## src/rtd_pkg.sv

```systemverilog
// Purpose: shared constants for the register transfer datapath
// Assumes: 12-bit words, bit 00 is the most significant bit
// Notes: bit numbering follows the machine's msb-first convention
package rtd_pkg;
   localparam int WORD_W = 12;
   localparam logic [11:0] WORD_ZERO = 12'h000;
   localparam logic [11:0] WORD_ONES = 12'hfff;
   // lab mode index arithmetic may not carry past adder bit 2 (lsb index 9)
   localparam int LAB_CARRY_STOP = 9;
   // program counter bits 00-01 hold the field in lab mode
   localparam logic [11:0] PC_LAB_MASK = 12'h3ff;
   // instruction register groups, lsb-indexed
   localparam logic [11:0] IR_HI_MASK = 12'h3f0; // bits 02-07
   localparam logic [11:0] IR_LO_MASK = 12'h00f; // bits 08-11
   localparam logic [11:0] HALF_L_MASK = 12'hfc0;
   localparam logic [11:0] HALF_R_MASK = 12'h03f;
   localparam int IR_IBIT = 4;    // bit 07
   localparam int MB_HBIT = 11;   // bit 00
   localparam int FIELD_W = 2;
   localparam int INT_SKIPS = 14;
   localparam int EXT_SKIPS = 12;
   localparam int EXT_INT_SKIPS = 4;
   localparam int SKSEL_W = 4;
   localparam int SHSEL_W = 2;
   localparam logic [1:0] SH_NONE = 2'h0;
   localparam logic [1:0] SH_RIGHT = 2'h1;
   localparam logic [1:0] SH_LEFT = 2'h2;
endpackage : rtd_pkg
```

## src/rtd_adder.sv

```systemverilog
// Purpose: bit-sliced adder with per-slice carry and lab-mode carry block
// Assumes: inputs already gated by the enable network
// Notes: purely combinational
`timescale 1ns/1ns
module rtd_adder
   import rtd_pkg::*;
#(
   parameter int W = WORD_W
) (
   input wire logic [W-1:0] opA,
   input wire logic [W-1:0] opB,
   input wire logic carryIn,
   input wire logic labMode,
   output logic [W-1:0] sum,
   output logic carryOut
);
   logic [W:0] carry;
   assign carry[0] = carryIn;
   for (genvar i = 0; i < W; i++) begin : g_slice
      wire logic cgen;
      assign sum[i] = opA[i] ^ opB[i] ^ carry[i];
      assign cgen = (opA[i] & opB[i]) | (carry[i] & (opA[i] ^ opB[i]));
      assign carry[i+1] = cgen & ~(labMode && i == LAB_CARRY_STOP);
   end
   assign carryOut = carry[W];
endmodule : rtd_adder

```

## src/rtd_datapath.sv

```systemverilog
// Purpose: 12-bit register transfer datapath with skip and field logic
// Assumes: time pulses are single-cycle strobes from the sequencer on core_clk
// Notes: switches, sense and break address lines are synchronised here
`timescale 1ns/1ns
module rtd_datapath
   import rtd_pkg::*;
(
   input wire logic core_clk,
   input wire logic rstn,
   input wire logic clkEn,
   input wire logic laboratoryMode,
   input wire logic firstTimePulse,
   input wire logic thirdTimePulse,
   input wire logic manualSecondTimePulse,
   input wire logic fifthTimeState,
   input wire logic secondExecuteState,
   input wire logic indirectState,
   input wire logic fetchState,
   input wire logic enAccumulator,
   input wire logic enAccumHalfL,
   input wire logic enAccumHalfR,
   input wire logic halfWordOp,
   input wire logic complementAccOp,
   input wire logic enInstrHi,
   input wire logic enInstrLo,
   input wire logic [1:0] enAddrGroups,
   input wire logic [1:0] enBufferGroups,
   input wire logic [1:0] enSenseGroups,
   input wire logic enProgramCounter,
   input wire logic rightSwitchEnable,
   input wire logic breakAddressEnable,
   input wire logic breakRequest,
   input wire logic [1:0] shiftSel,
   input wire logic setOp,
   input wire logic multiplyOp,
   input wire logic clearOp,
   input wire logic diskShiftOp,
   input wire logic extendedArithmeticOp,
   input wire logic rotateOp,
   input wire logic mqShiftLeft,
   input wire logic mqShiftRight,
   input wire logic loadAccumulator,
   input wire logic loadProgramCounter,
   input wire logic loadInstruction,
   input wire logic skipInstr,
   input wire logic skipOnEqual,
   input wire logic labSkipInstr,
   input wire logic useExternalSense,
   input wire logic [3:0] senseSel,
   input wire logic [13:0] internalSkips,
   input wire logic [11:0] extSkipLevels,
   input wire logic clearSkipFlags,
   input wire logic loadInstructionFieldOp,
   input wire logic [1:0] requestedField,
   input wire logic jumpOp,
   input wire logic [11:0] jumpTarget,
   input wire logic [11:0] senseRegister,
   input wire logic [11:0] rightSwitches,
   input wire logic [11:0] breakAddress,
   output logic [11:0] accumulator,
   output logic [11:0] memoryBufferRegister,
   output logic [11:0] memoryAddressRegister,
   output logic [11:0] multiplierQuotientRegister,
   output logic [11:0] programCounter,
   output logic [11:0] instructionRegister,
   output logic [1:0] instructionField,
   output logic [1:0] dataField,
   output logic [1:0] instructionFieldBuffer,
   output logic [1:0] saveInstrField,
   output logic [1:0] saveDataField,
   output logic skipFlag,
   output logic halfFlag,
   output logic accEqualsBuffer
);

   function automatic logic [11:0] gate(input logic en, input logic [11:0] v);
      gate = en ? v : WORD_ZERO;
   endfunction : gate

   function automatic logic [11:0] grpMask(input logic [1:0] g);
      grpMask = (g[1] ? HALF_L_MASK : WORD_ZERO) | (g[0] ? HALF_R_MASK : WORD_ZERO);
   endfunction : grpMask

   ////////////////////////////////////////////////////////////////////////////
   // pin synchronisers: switches, break lines and sense levels are async
   logic [11:0] swS1_r, swS2_r, baS1_r, baS2_r, xlS1_r, xlS2_r;
   always_ff @(posedge core_clk) begin
      if (!rstn) begin
         swS1_r <= WORD_ZERO;
         swS2_r <= WORD_ZERO;
         baS1_r <= WORD_ZERO;
         baS2_r <= WORD_ZERO;
         xlS1_r <= WORD_ZERO;
         xlS2_r <= WORD_ZERO;
      end else if (clkEn) begin
         swS1_r <= rightSwitches;
         swS2_r <= swS1_r;
         baS1_r <= breakAddress;
         baS2_r <= baS1_r;
         xlS1_r <= extSkipLevels;
         xlS2_r <= xlS1_r;
      end
   end

   ////////////////////////////////////////////////////////////////////////////
   // state registers
   logic [11:0] acc_r, mb_r, ma_r, mq_r, pc_r, ir_r;
   logic [1:0] if_r, df_r, ib_r, sif_r, sdf_r;
   logic skip_r, half_r, eq_r;

   ////////////////////////////////////////////////////////////////////////////
   // adder input A: accumulator side
   // half-word accumulator gating
   wire logic [11:0] accHalves = (acc_r & (enAccumHalfL ? HALF_L_MASK : WORD_ZERO))
      | (acc_r & (enAccumHalfR ? HALF_R_MASK : WORD_ZERO));
   wire logic [11:0] accPlain = halfWordOp ? accHalves : gate(enAccumulator, acc_r);
   wire logic enAccComp = (fifthTimeState && !complementAccOp) || (complementAccOp && !laboratoryMode);
   wire logic [11:0] opA = enAccComp ? ~acc_r : accPlain;

   // adder input B: the other main sources, wired-or as in the enable network
   // instruction field groups
   wire logic [11:0] irGated = (ir_r & (enInstrHi ? IR_HI_MASK : WORD_ZERO))
      | (ir_r & (enInstrLo ? IR_LO_MASK : WORD_ZERO));
   // counter field bits held back in lab mode
   wire logic [11:0] pcGated = gate(enProgramCounter, pc_r & (laboratoryMode ? PC_LAB_MASK : WORD_ONES));
   wire logic [11:0] grpGated = (ma_r & grpMask(enAddrGroups)) | (mb_r & grpMask(enBufferGroups))
      | (senseRegister & grpMask(enSenseGroups));
   wire logic [11:0] extGated = gate(rightSwitchEnable, swS2_r)
      | gate(breakAddressEnable && breakRequest, baS2_r);
   wire logic [11:0] opB = irGated | pcGated | grpGated | extGated;

   ////////////////////////////////////////////////////////////////////////////
   // carry insert increments, driven by the skip flag in fetch
   wire logic carryInsert = skip_r && fetchState;
   wire logic [11:0] sum;
   rtd_adder #(.W(WORD_W)) u_adder (
      .opA(opA),
      .opB(opB),
      .carryIn(carryInsert),
      .labMode(laboratoryMode),
      .sum(sum),
      .carryOut()
   );

   // one-hot shift selection; illegal code falls back to no shift
   wire logic shNone = (shiftSel != SH_RIGHT) && (shiftSel != SH_LEFT);
   wire logic shRight = shiftSel == SH_RIGHT;
   wire logic shLeft = shiftSel == SH_LEFT;
   wire logic [11:0] regBus = shRight ? {1'b0, sum[11:1]} : shLeft ? {sum[10:0], 1'b0} : sum;

   ////////////////////////////////////////////////////////////////////////////
   // load pulses
   // buffer load at third pulse
   wire logic loadMb = thirdTimePulse && !(setOp && secondExecuteState);
   wire logic loadMa = manualSecondTimePulse || firstTimePulse;
   wire logic loadMq = multiplyOp || clearOp || (diskShiftOp && secondExecuteState)
      || extendedArithmeticOp || rotateOp;
   wire logic [11:0] mqNxt = mqShiftLeft ? {mq_r[10:0], acc_r[11]}
      : mqShiftRight ? {acc_r[0], mq_r[11:1]} : acc_r;

   wire logic eqNow = acc_r == mb_r;
   wire logic intSense = (senseSel < SKSEL_W'(INT_SKIPS)) ? internalSkips[senseSel] : 1'b0;
   wire logic extSense = (senseSel < SKSEL_W'(EXT_SKIPS)) ? xlS2_r[senseSel]
      : internalSkips[senseSel - SKSEL_W'(EXT_SKIPS)];
   wire logic fetchSkipCondition = labSkipInstr && (useExternalSense ? extSense : intSense)
      && ir_r[IR_IBIT];
   wire logic skipTrue = (skipInstr && ((skipOnEqual && eqNow) || !skipOnEqual)) || fetchSkipCondition;
   wire logic halfSet = indirectState && mb_r[MB_HBIT];
   wire logic jumpTakeField = jumpOp && (jumpTarget != WORD_ZERO);

   ////////////////////////////////////////////////////////////////////////////
   // registers hold without load
   always_ff @(posedge core_clk) begin
      if (!rstn) begin
         acc_r <= WORD_ZERO;
         mb_r <= WORD_ZERO;
         ma_r <= WORD_ZERO;
         mq_r <= WORD_ZERO;
         pc_r <= WORD_ZERO;
         ir_r <= WORD_ZERO;
      end else if (clkEn) begin
         if (loadAccumulator) acc_r <= regBus;
         if (loadMb) mb_r <= regBus;
         if (loadMa) ma_r <= regBus;
         if (loadMq) mq_r <= mqNxt;
         if (loadProgramCounter) pc_r <= regBus;
         if (loadInstruction) ir_r <= regBus;
      end
   end

   // skip and half flags; clear is synchronous, set wins in the same cycle
   always_ff @(posedge core_clk) begin
      if (!rstn) begin
         skip_r <= 1'b0;
         half_r <= 1'b0;
         eq_r <= 1'b0;
      end else if (clkEn) begin
         eq_r <= eqNow;
         skip_r <= skipTrue | (skip_r & ~clearSkipFlags);
         half_r <= halfSet | (half_r & ~clearSkipFlags);
      end
   end

   // field logic: buffer holds until a load field op, field takes the buffer on a jump with a nonzero target
   always_ff @(posedge core_clk) begin
      if (!rstn) begin
         if_r <= 2'h0;
         df_r <= 2'h0;
         ib_r <= 2'h0;
         sif_r <= 2'h0;
         sdf_r <= 2'h0;
      end else if (clkEn) begin
         if (loadInstructionFieldOp) begin
            ib_r <= requestedField;
            sif_r <= if_r;
            sdf_r <= df_r;
         end
         if (jumpTakeField) if_r <= ib_r;
      end
   end

   assign accumulator = acc_r;
   assign memoryBufferRegister = mb_r;
   assign memoryAddressRegister = ma_r;
   assign multiplierQuotientRegister = mq_r;
   assign programCounter = pc_r;
   assign instructionRegister = ir_r;
   assign instructionField = if_r;
   assign dataField = df_r;
   assign instructionFieldBuffer = ib_r;
   assign saveInstrField = sif_r;
   assign saveDataField = sdf_r;
   assign skipFlag = skip_r;
   assign halfFlag = half_r;
   assign accEqualsBuffer = eq_r;

   ////////////////////////////////////////////////////////////////////////////
   // checks
   property p_mbHold;
      @(posedge core_clk) disable iff (!rstn)
         (clkEn && !loadMb) |=> $stable(mb_r);
   endproperty
   a_mbHold: assert property (p_mbHold) else $error("buffer changed without load");
   property p_mbSetExc;
      @(posedge core_clk) disable iff (!rstn)
         (clkEn && thirdTimePulse && setOp && secondExecuteState) |=> $stable(mb_r);
   endproperty
   a_mbSetExc: assert property (p_mbSetExc) else $error("buffer loaded on set op");
   property p_skipSet;
      @(posedge core_clk) disable iff (!rstn)
         (clkEn && skipTrue) |=> skipFlag;
   endproperty
   a_skipSet: assert property (p_skipSet) else $error("skip flag not set");
   property p_clrSkips;
      @(posedge core_clk) disable iff (!rstn)
         (clkEn && clearSkipFlags && !skipTrue && !halfSet) |=> (!skipFlag && !halfFlag);
   endproperty
   a_clrSkips: assert property (p_clrSkips) else $error("skip flags not cleared");
   property p_halfSet;
      @(posedge core_clk) disable iff (!rstn)
         (clkEn && indirectState && mb_r[MB_HBIT]) |=> halfFlag;
   endproperty
   a_halfSet: assert property (p_halfSet) else $error("half flag not set");
   property p_eq;
      @(posedge core_clk) disable iff (!rstn)
         clkEn |=> (accEqualsBuffer == $past(acc_r == mb_r));
   endproperty
   a_eq: assert property (p_eq) else $error("compare wrong");
   property p_ifHold;
      @(posedge core_clk) disable iff (!rstn)
         (clkEn && !jumpTakeField) |=> $stable(instructionField);
   endproperty
   a_ifHold: assert property (p_ifHold) else $error("field changed without jump");
   property p_lif;
      @(posedge core_clk) disable iff (!rstn)
         (clkEn && loadInstructionFieldOp) |=> (instructionFieldBuffer == $past(requestedField)
            && saveInstrField == $past(if_r));
   endproperty
   a_lif: assert property (p_lif) else $error("field load wrong");
   property p_shOne;
      @(posedge core_clk) disable iff (!rstn)
         $onehot({shNone, shRight, shLeft});
   endproperty
   a_shOne: assert property (p_shOne) else $error("shift select not one-hot");
   property p_mqLoad;
      @(posedge core_clk) disable iff (!rstn)
         (clkEn && loadMq && !mqShiftLeft && !mqShiftRight) |=> (mq_r == $past(acc_r));
   endproperty
   a_mqLoad: assert property (p_mqLoad) else $error("quotient not from accumulator");
endmodule : rtd_datapath

```

## config.mk

```make
export PLATFORM = sky130hd
export DESIGN_NAME = rtd_datapath
export DESIGN_NICKNAME = d
export VERILOG_FILES = /design/src/rtd_pkg.sv /design/src/rtd_adder.sv /design/src/rtd_datapath.sv
export SDC_FILE = /design/constraint.sdc
export NUM_CORES = 1
export LEC_CHECK = 0
export BUFFER_PORTS_ARGS = -buffer_cell sky130_fd_sc_hd__buf_2
export CORE_AREA = 2 2 85 169
export CTS_BUF_LIST = sky130_fd_sc_hd__clkbuf_8 sky130_fd_sc_hd__clkbuf_16
export DETAILED_ROUTE_END_ITERATION = 10
export DIE_AREA = 0 0 87 171
export GPL_TIMING_DRIVEN = 0
export PLACE_DENSITY = 0.85
export SYNTH_ARGS = -nofsm -noshare
export SYNTH_HDL_FRONTEND = slang
export SYNTH_SLANG_ARGS = --single-unit
```

## constraint.sdc

```tcl
create_clock -name core_clk -period 18.8 [get_ports core_clk]
set_input_delay 5.64 -clock core_clk [delete_from_list [all_inputs] [get_ports core_clk]]
set_output_delay 5.64 -clock core_clk [all_outputs]
set_load 0.005 [all_outputs]
```

==> results_dict.tcl <==
set metrics [dict create \
    wl_met3_um 2310 \
    grt_antenna_before_repair 0 \
    cts_buffer_depth 2 \
    postCtsSetupRepairBufs 0 \
    max_stage_delay_ps 670 \
    worstMarginPinSlew_ps 841 \
    start_kind "input pin" \
    finalClockSkew_ps 10.7 \
    yosys.area.top_type "dfxtp_1" \
    cts_root_buffer "clkbuf_16" \
    crit_top_cell "fa_1" \
    grt_max_degree 18 \
    ant_nets 0 \
    holdPathStages 2 \
    fill_cells 1091 \
    synthCells 828 \
    async_reset_ff_share_pct 0 \
    post_synth.cell_area_avg_um2 9.19 \
    crit_type "in2reg" \
    ioPinCount 213 \
    post-place-cells 1191 \
    synth.distinct_cells 54 \
    hold_class "reg2reg" \
    grt_pass1_wl_um 35900 \
    wl_um 23900 \
    syn_area_um2 7610 \
    post-route-period-util_pct 63.6 \
    cts_hold_buf 0 \
    hold_violations 0 \
    route.met2.wl_um 10900 \
    worst-path-max-fanout 10 \
    synth_top_area_share_pct 40.3 \
    leakagePower_uw 0.00441 \
    reg2reg_depth 21 \
    worstPathCellList "buf_2 -> and2_1 -> clkbuf_1 -> a222oi_1 -> nand3_1 -> fa_1 -> inv_1 -> fa_1 -> inv_1 -> fa_1 -> fa_1 -> fa_1 -> fa_1 -> fa_1 -> fa_1 -> fa_1 -> inv_1 -> fa_1 -> or2_2 -> fa_1 -> nor2_1 -> a221oi_1 -> nand2_1 -> o211a_1" \
    seq_area_frac_synth_pct 40.3 \
    h-tree-depth 4 \
    io_buffers 203 \
    start_util_pct 55.7 \
    yosysWarnings 0 \
    max_freq_mhz 83.7 \
    crit_path_end_kind "flip-flop" \
    tns_ps 0 \
    grt_usage_pct 31.8 \
    slew_headroom_pct 43.9 \
    design.core.area_um2 13700 \
    cts.clk_slew.worst_paths_ps 70 \
    wl_per_cell_um 19.6 \
    cts_tree "yes" \
    die_h_um 171 \
    synth-edff-count 0 \
    ys_ff_latch 153 \
    n_antenna_cell 0 \
    worstSkewPairLatency_ps 430 \
    finish.utilization_pct 69.1 \
    power_density_nw_per_um2 105 \
    synth_flop_cell "dfxtp_1" \
    route.vias.total 7269 \
    maxCapViolCount 0 \
    layout.cells.non_filler 1223 \
    cts_resized 0 \
    setup_viol 0 \
    grt.overflow.total 0 \
    grt_pass1_vias 6829 \
    cp_data_arrival_time_ps 12270 \
    fin_crit_ps 11950 \
    dpl.hpwl_um 18500 \
    cp.required_ps 19120 \
    drive_above_1_share_pct 25.5 \
    dieArea_um2 14900 \
    rows 61 \
    cts.sinks 153 \
    irDropWorstVdd_mv 0.100 \
    dr.pass1.iters 7 \
    rsz0062_at_grt "no" \
    dieWidth_um 87 \
    drc 0 \
    ys_top_cells_by_area "dfxtp_1 (40%), mux2i_1 (13%), nor2b_1 (7.5%), nand2_1 (4.9%), fa_1 (2.9%)" \
    slew_violations 0 \
    routabilityCongestion 1.00 \
    wl_met1_um 9140 \
    cp_slowest_cell "a221oi_1" \
    top_layer_used "met4" \
    status "completed" \
    areaGrowthSynthToFinish_pct 24.1 \
    routed_via_density 5.94 \
    nets 1193 \
    drt_iter0_drc 536 \
    cts_inserted_buffers 17 \
]
==> per-stage QoR <==
step | setup slack, ps | hold WS [ps] | area, um2 | total power [uW]
floorplan | 7360 | 453 | 7620 | 537
global placement | 6540 | 454 | 8830 | 626
detailed placement | 6400 | 458 | 8830 | 638
CTS | 6890 | 468 | 9440 | 982
global route | 6480 | 485 | 9440 | 1030
finish | 6850 | 477 | 9440 | 986
==> final timing paths <==
kind / start / to / slack (ps)
setup / recovery: breakAddressEnable / programCounter[9] / 6850
hold reg to reg: saveInstrField[1] / saveInstrField[1] / 480
hold / removal: saveInstrField[1] / saveInstrField[1] / 480
setup reg to reg: memoryBufferRegister[0] / programCounter[9] / 12200
==> per-layer routing <==
metal,up-vias,global-route usage [%]
li1,3354,-
met1,3369,39.9
met2,458,49.1
met3,88,6.90
met4,0,19.6
met5,-,0
==> where the power goes <==
| group | switching, uW | internal [uW] | leakage (uW) |
|---|---|---|---|
| logic | 142 | 108 | 0.00286 |
| clock network | 157 | 191 | 0.000296 |
| registers | 35.4 | 353 | 0.00125 |
==> state kept, by name (all words and copies together) (netlist names), 12 cells and up <==
register,count
instructionRegister,12
memoryBufferRegister,12
xlS1_r,12
programCounter,12
baS1_r,12
baS2_r,12
xlS2_r,12
memoryAddressRegister,12
accumulator,12
swS1_r,12
swS2_r,12
multiplierQuotientRegister,12
==> cells by family after synthesis <==
| family | Yosys count | synth area share, % |
|---|---|---|
| buffers and inverters | 63 | 3.67 |
| AOI/OAI and AO/OA | 173 | 15.6 |
| and+or+nand+nor | 302 | 20.1 |
| xor gates and xnor gates | 13 | 1.50 |
| adders and majority gates | 12 | 3.06 |
| other | 1 | 0.0493 |
| DFF | 153 | 40.3 |
| muxes | 111 | 15.7 |
==> final cells by class <==
| type | count | area, um2 | share of cell area, % |
|---|---|---|---|
| timing repair buffer | 203 | 1020 | 10.8 |
| inverter | 6 | 22.5 | 0.239 |
| clock inverter | 15 | 183 | 1.94 |
| multi-input combinational | 615 | 4280 | 45.3 |
| tap | 157 | 196 | 2.08 |
| sequential | 153 | 3060 | 32.5 |
| buffer | 57 | 256 | 2.72 |
| clock buffer | 17 | 425 | 4.51 |
==> worst max-delay path: cells and delay by family <==
family | cells | cell delay (ps)
buffers and inverters | 5 | 620
and+or+nand+nor | 5 | 670
adders and majority gates | 11 | 4200
AOI/OAI and AO/OA | 3 | 1120
==> cell usage after synthesis, types with 15 or more instances <==
library cell / number
o21ai_0: 42
a21boi_0: 15
nand3_1: 21
nand2_1: 99
a22oi_1: 27
mux2i_1: 98
and2_1: 32
dfxtp_1: 153
nor2_1: 37
o211a_1: 15
clkbuf_1: 38
nor2b_1: 91
a21oi_1: 33
==> cells in the final DEF, fill, tap and decap left out, types with 17 or more instances in the layout <==
cell type	n
nor2_1	37
nand3_1	21
and2_1	32
dfxtp_1	153
buf_2	215
clkbuf_1	38
mux2i_1	98
nor2b_1	91
a21oi_1	33
clkbuf_16	17
o21ai_0	42
nand2_1	99
a22oi_1	27
Power figures use the tool's default switching activity.
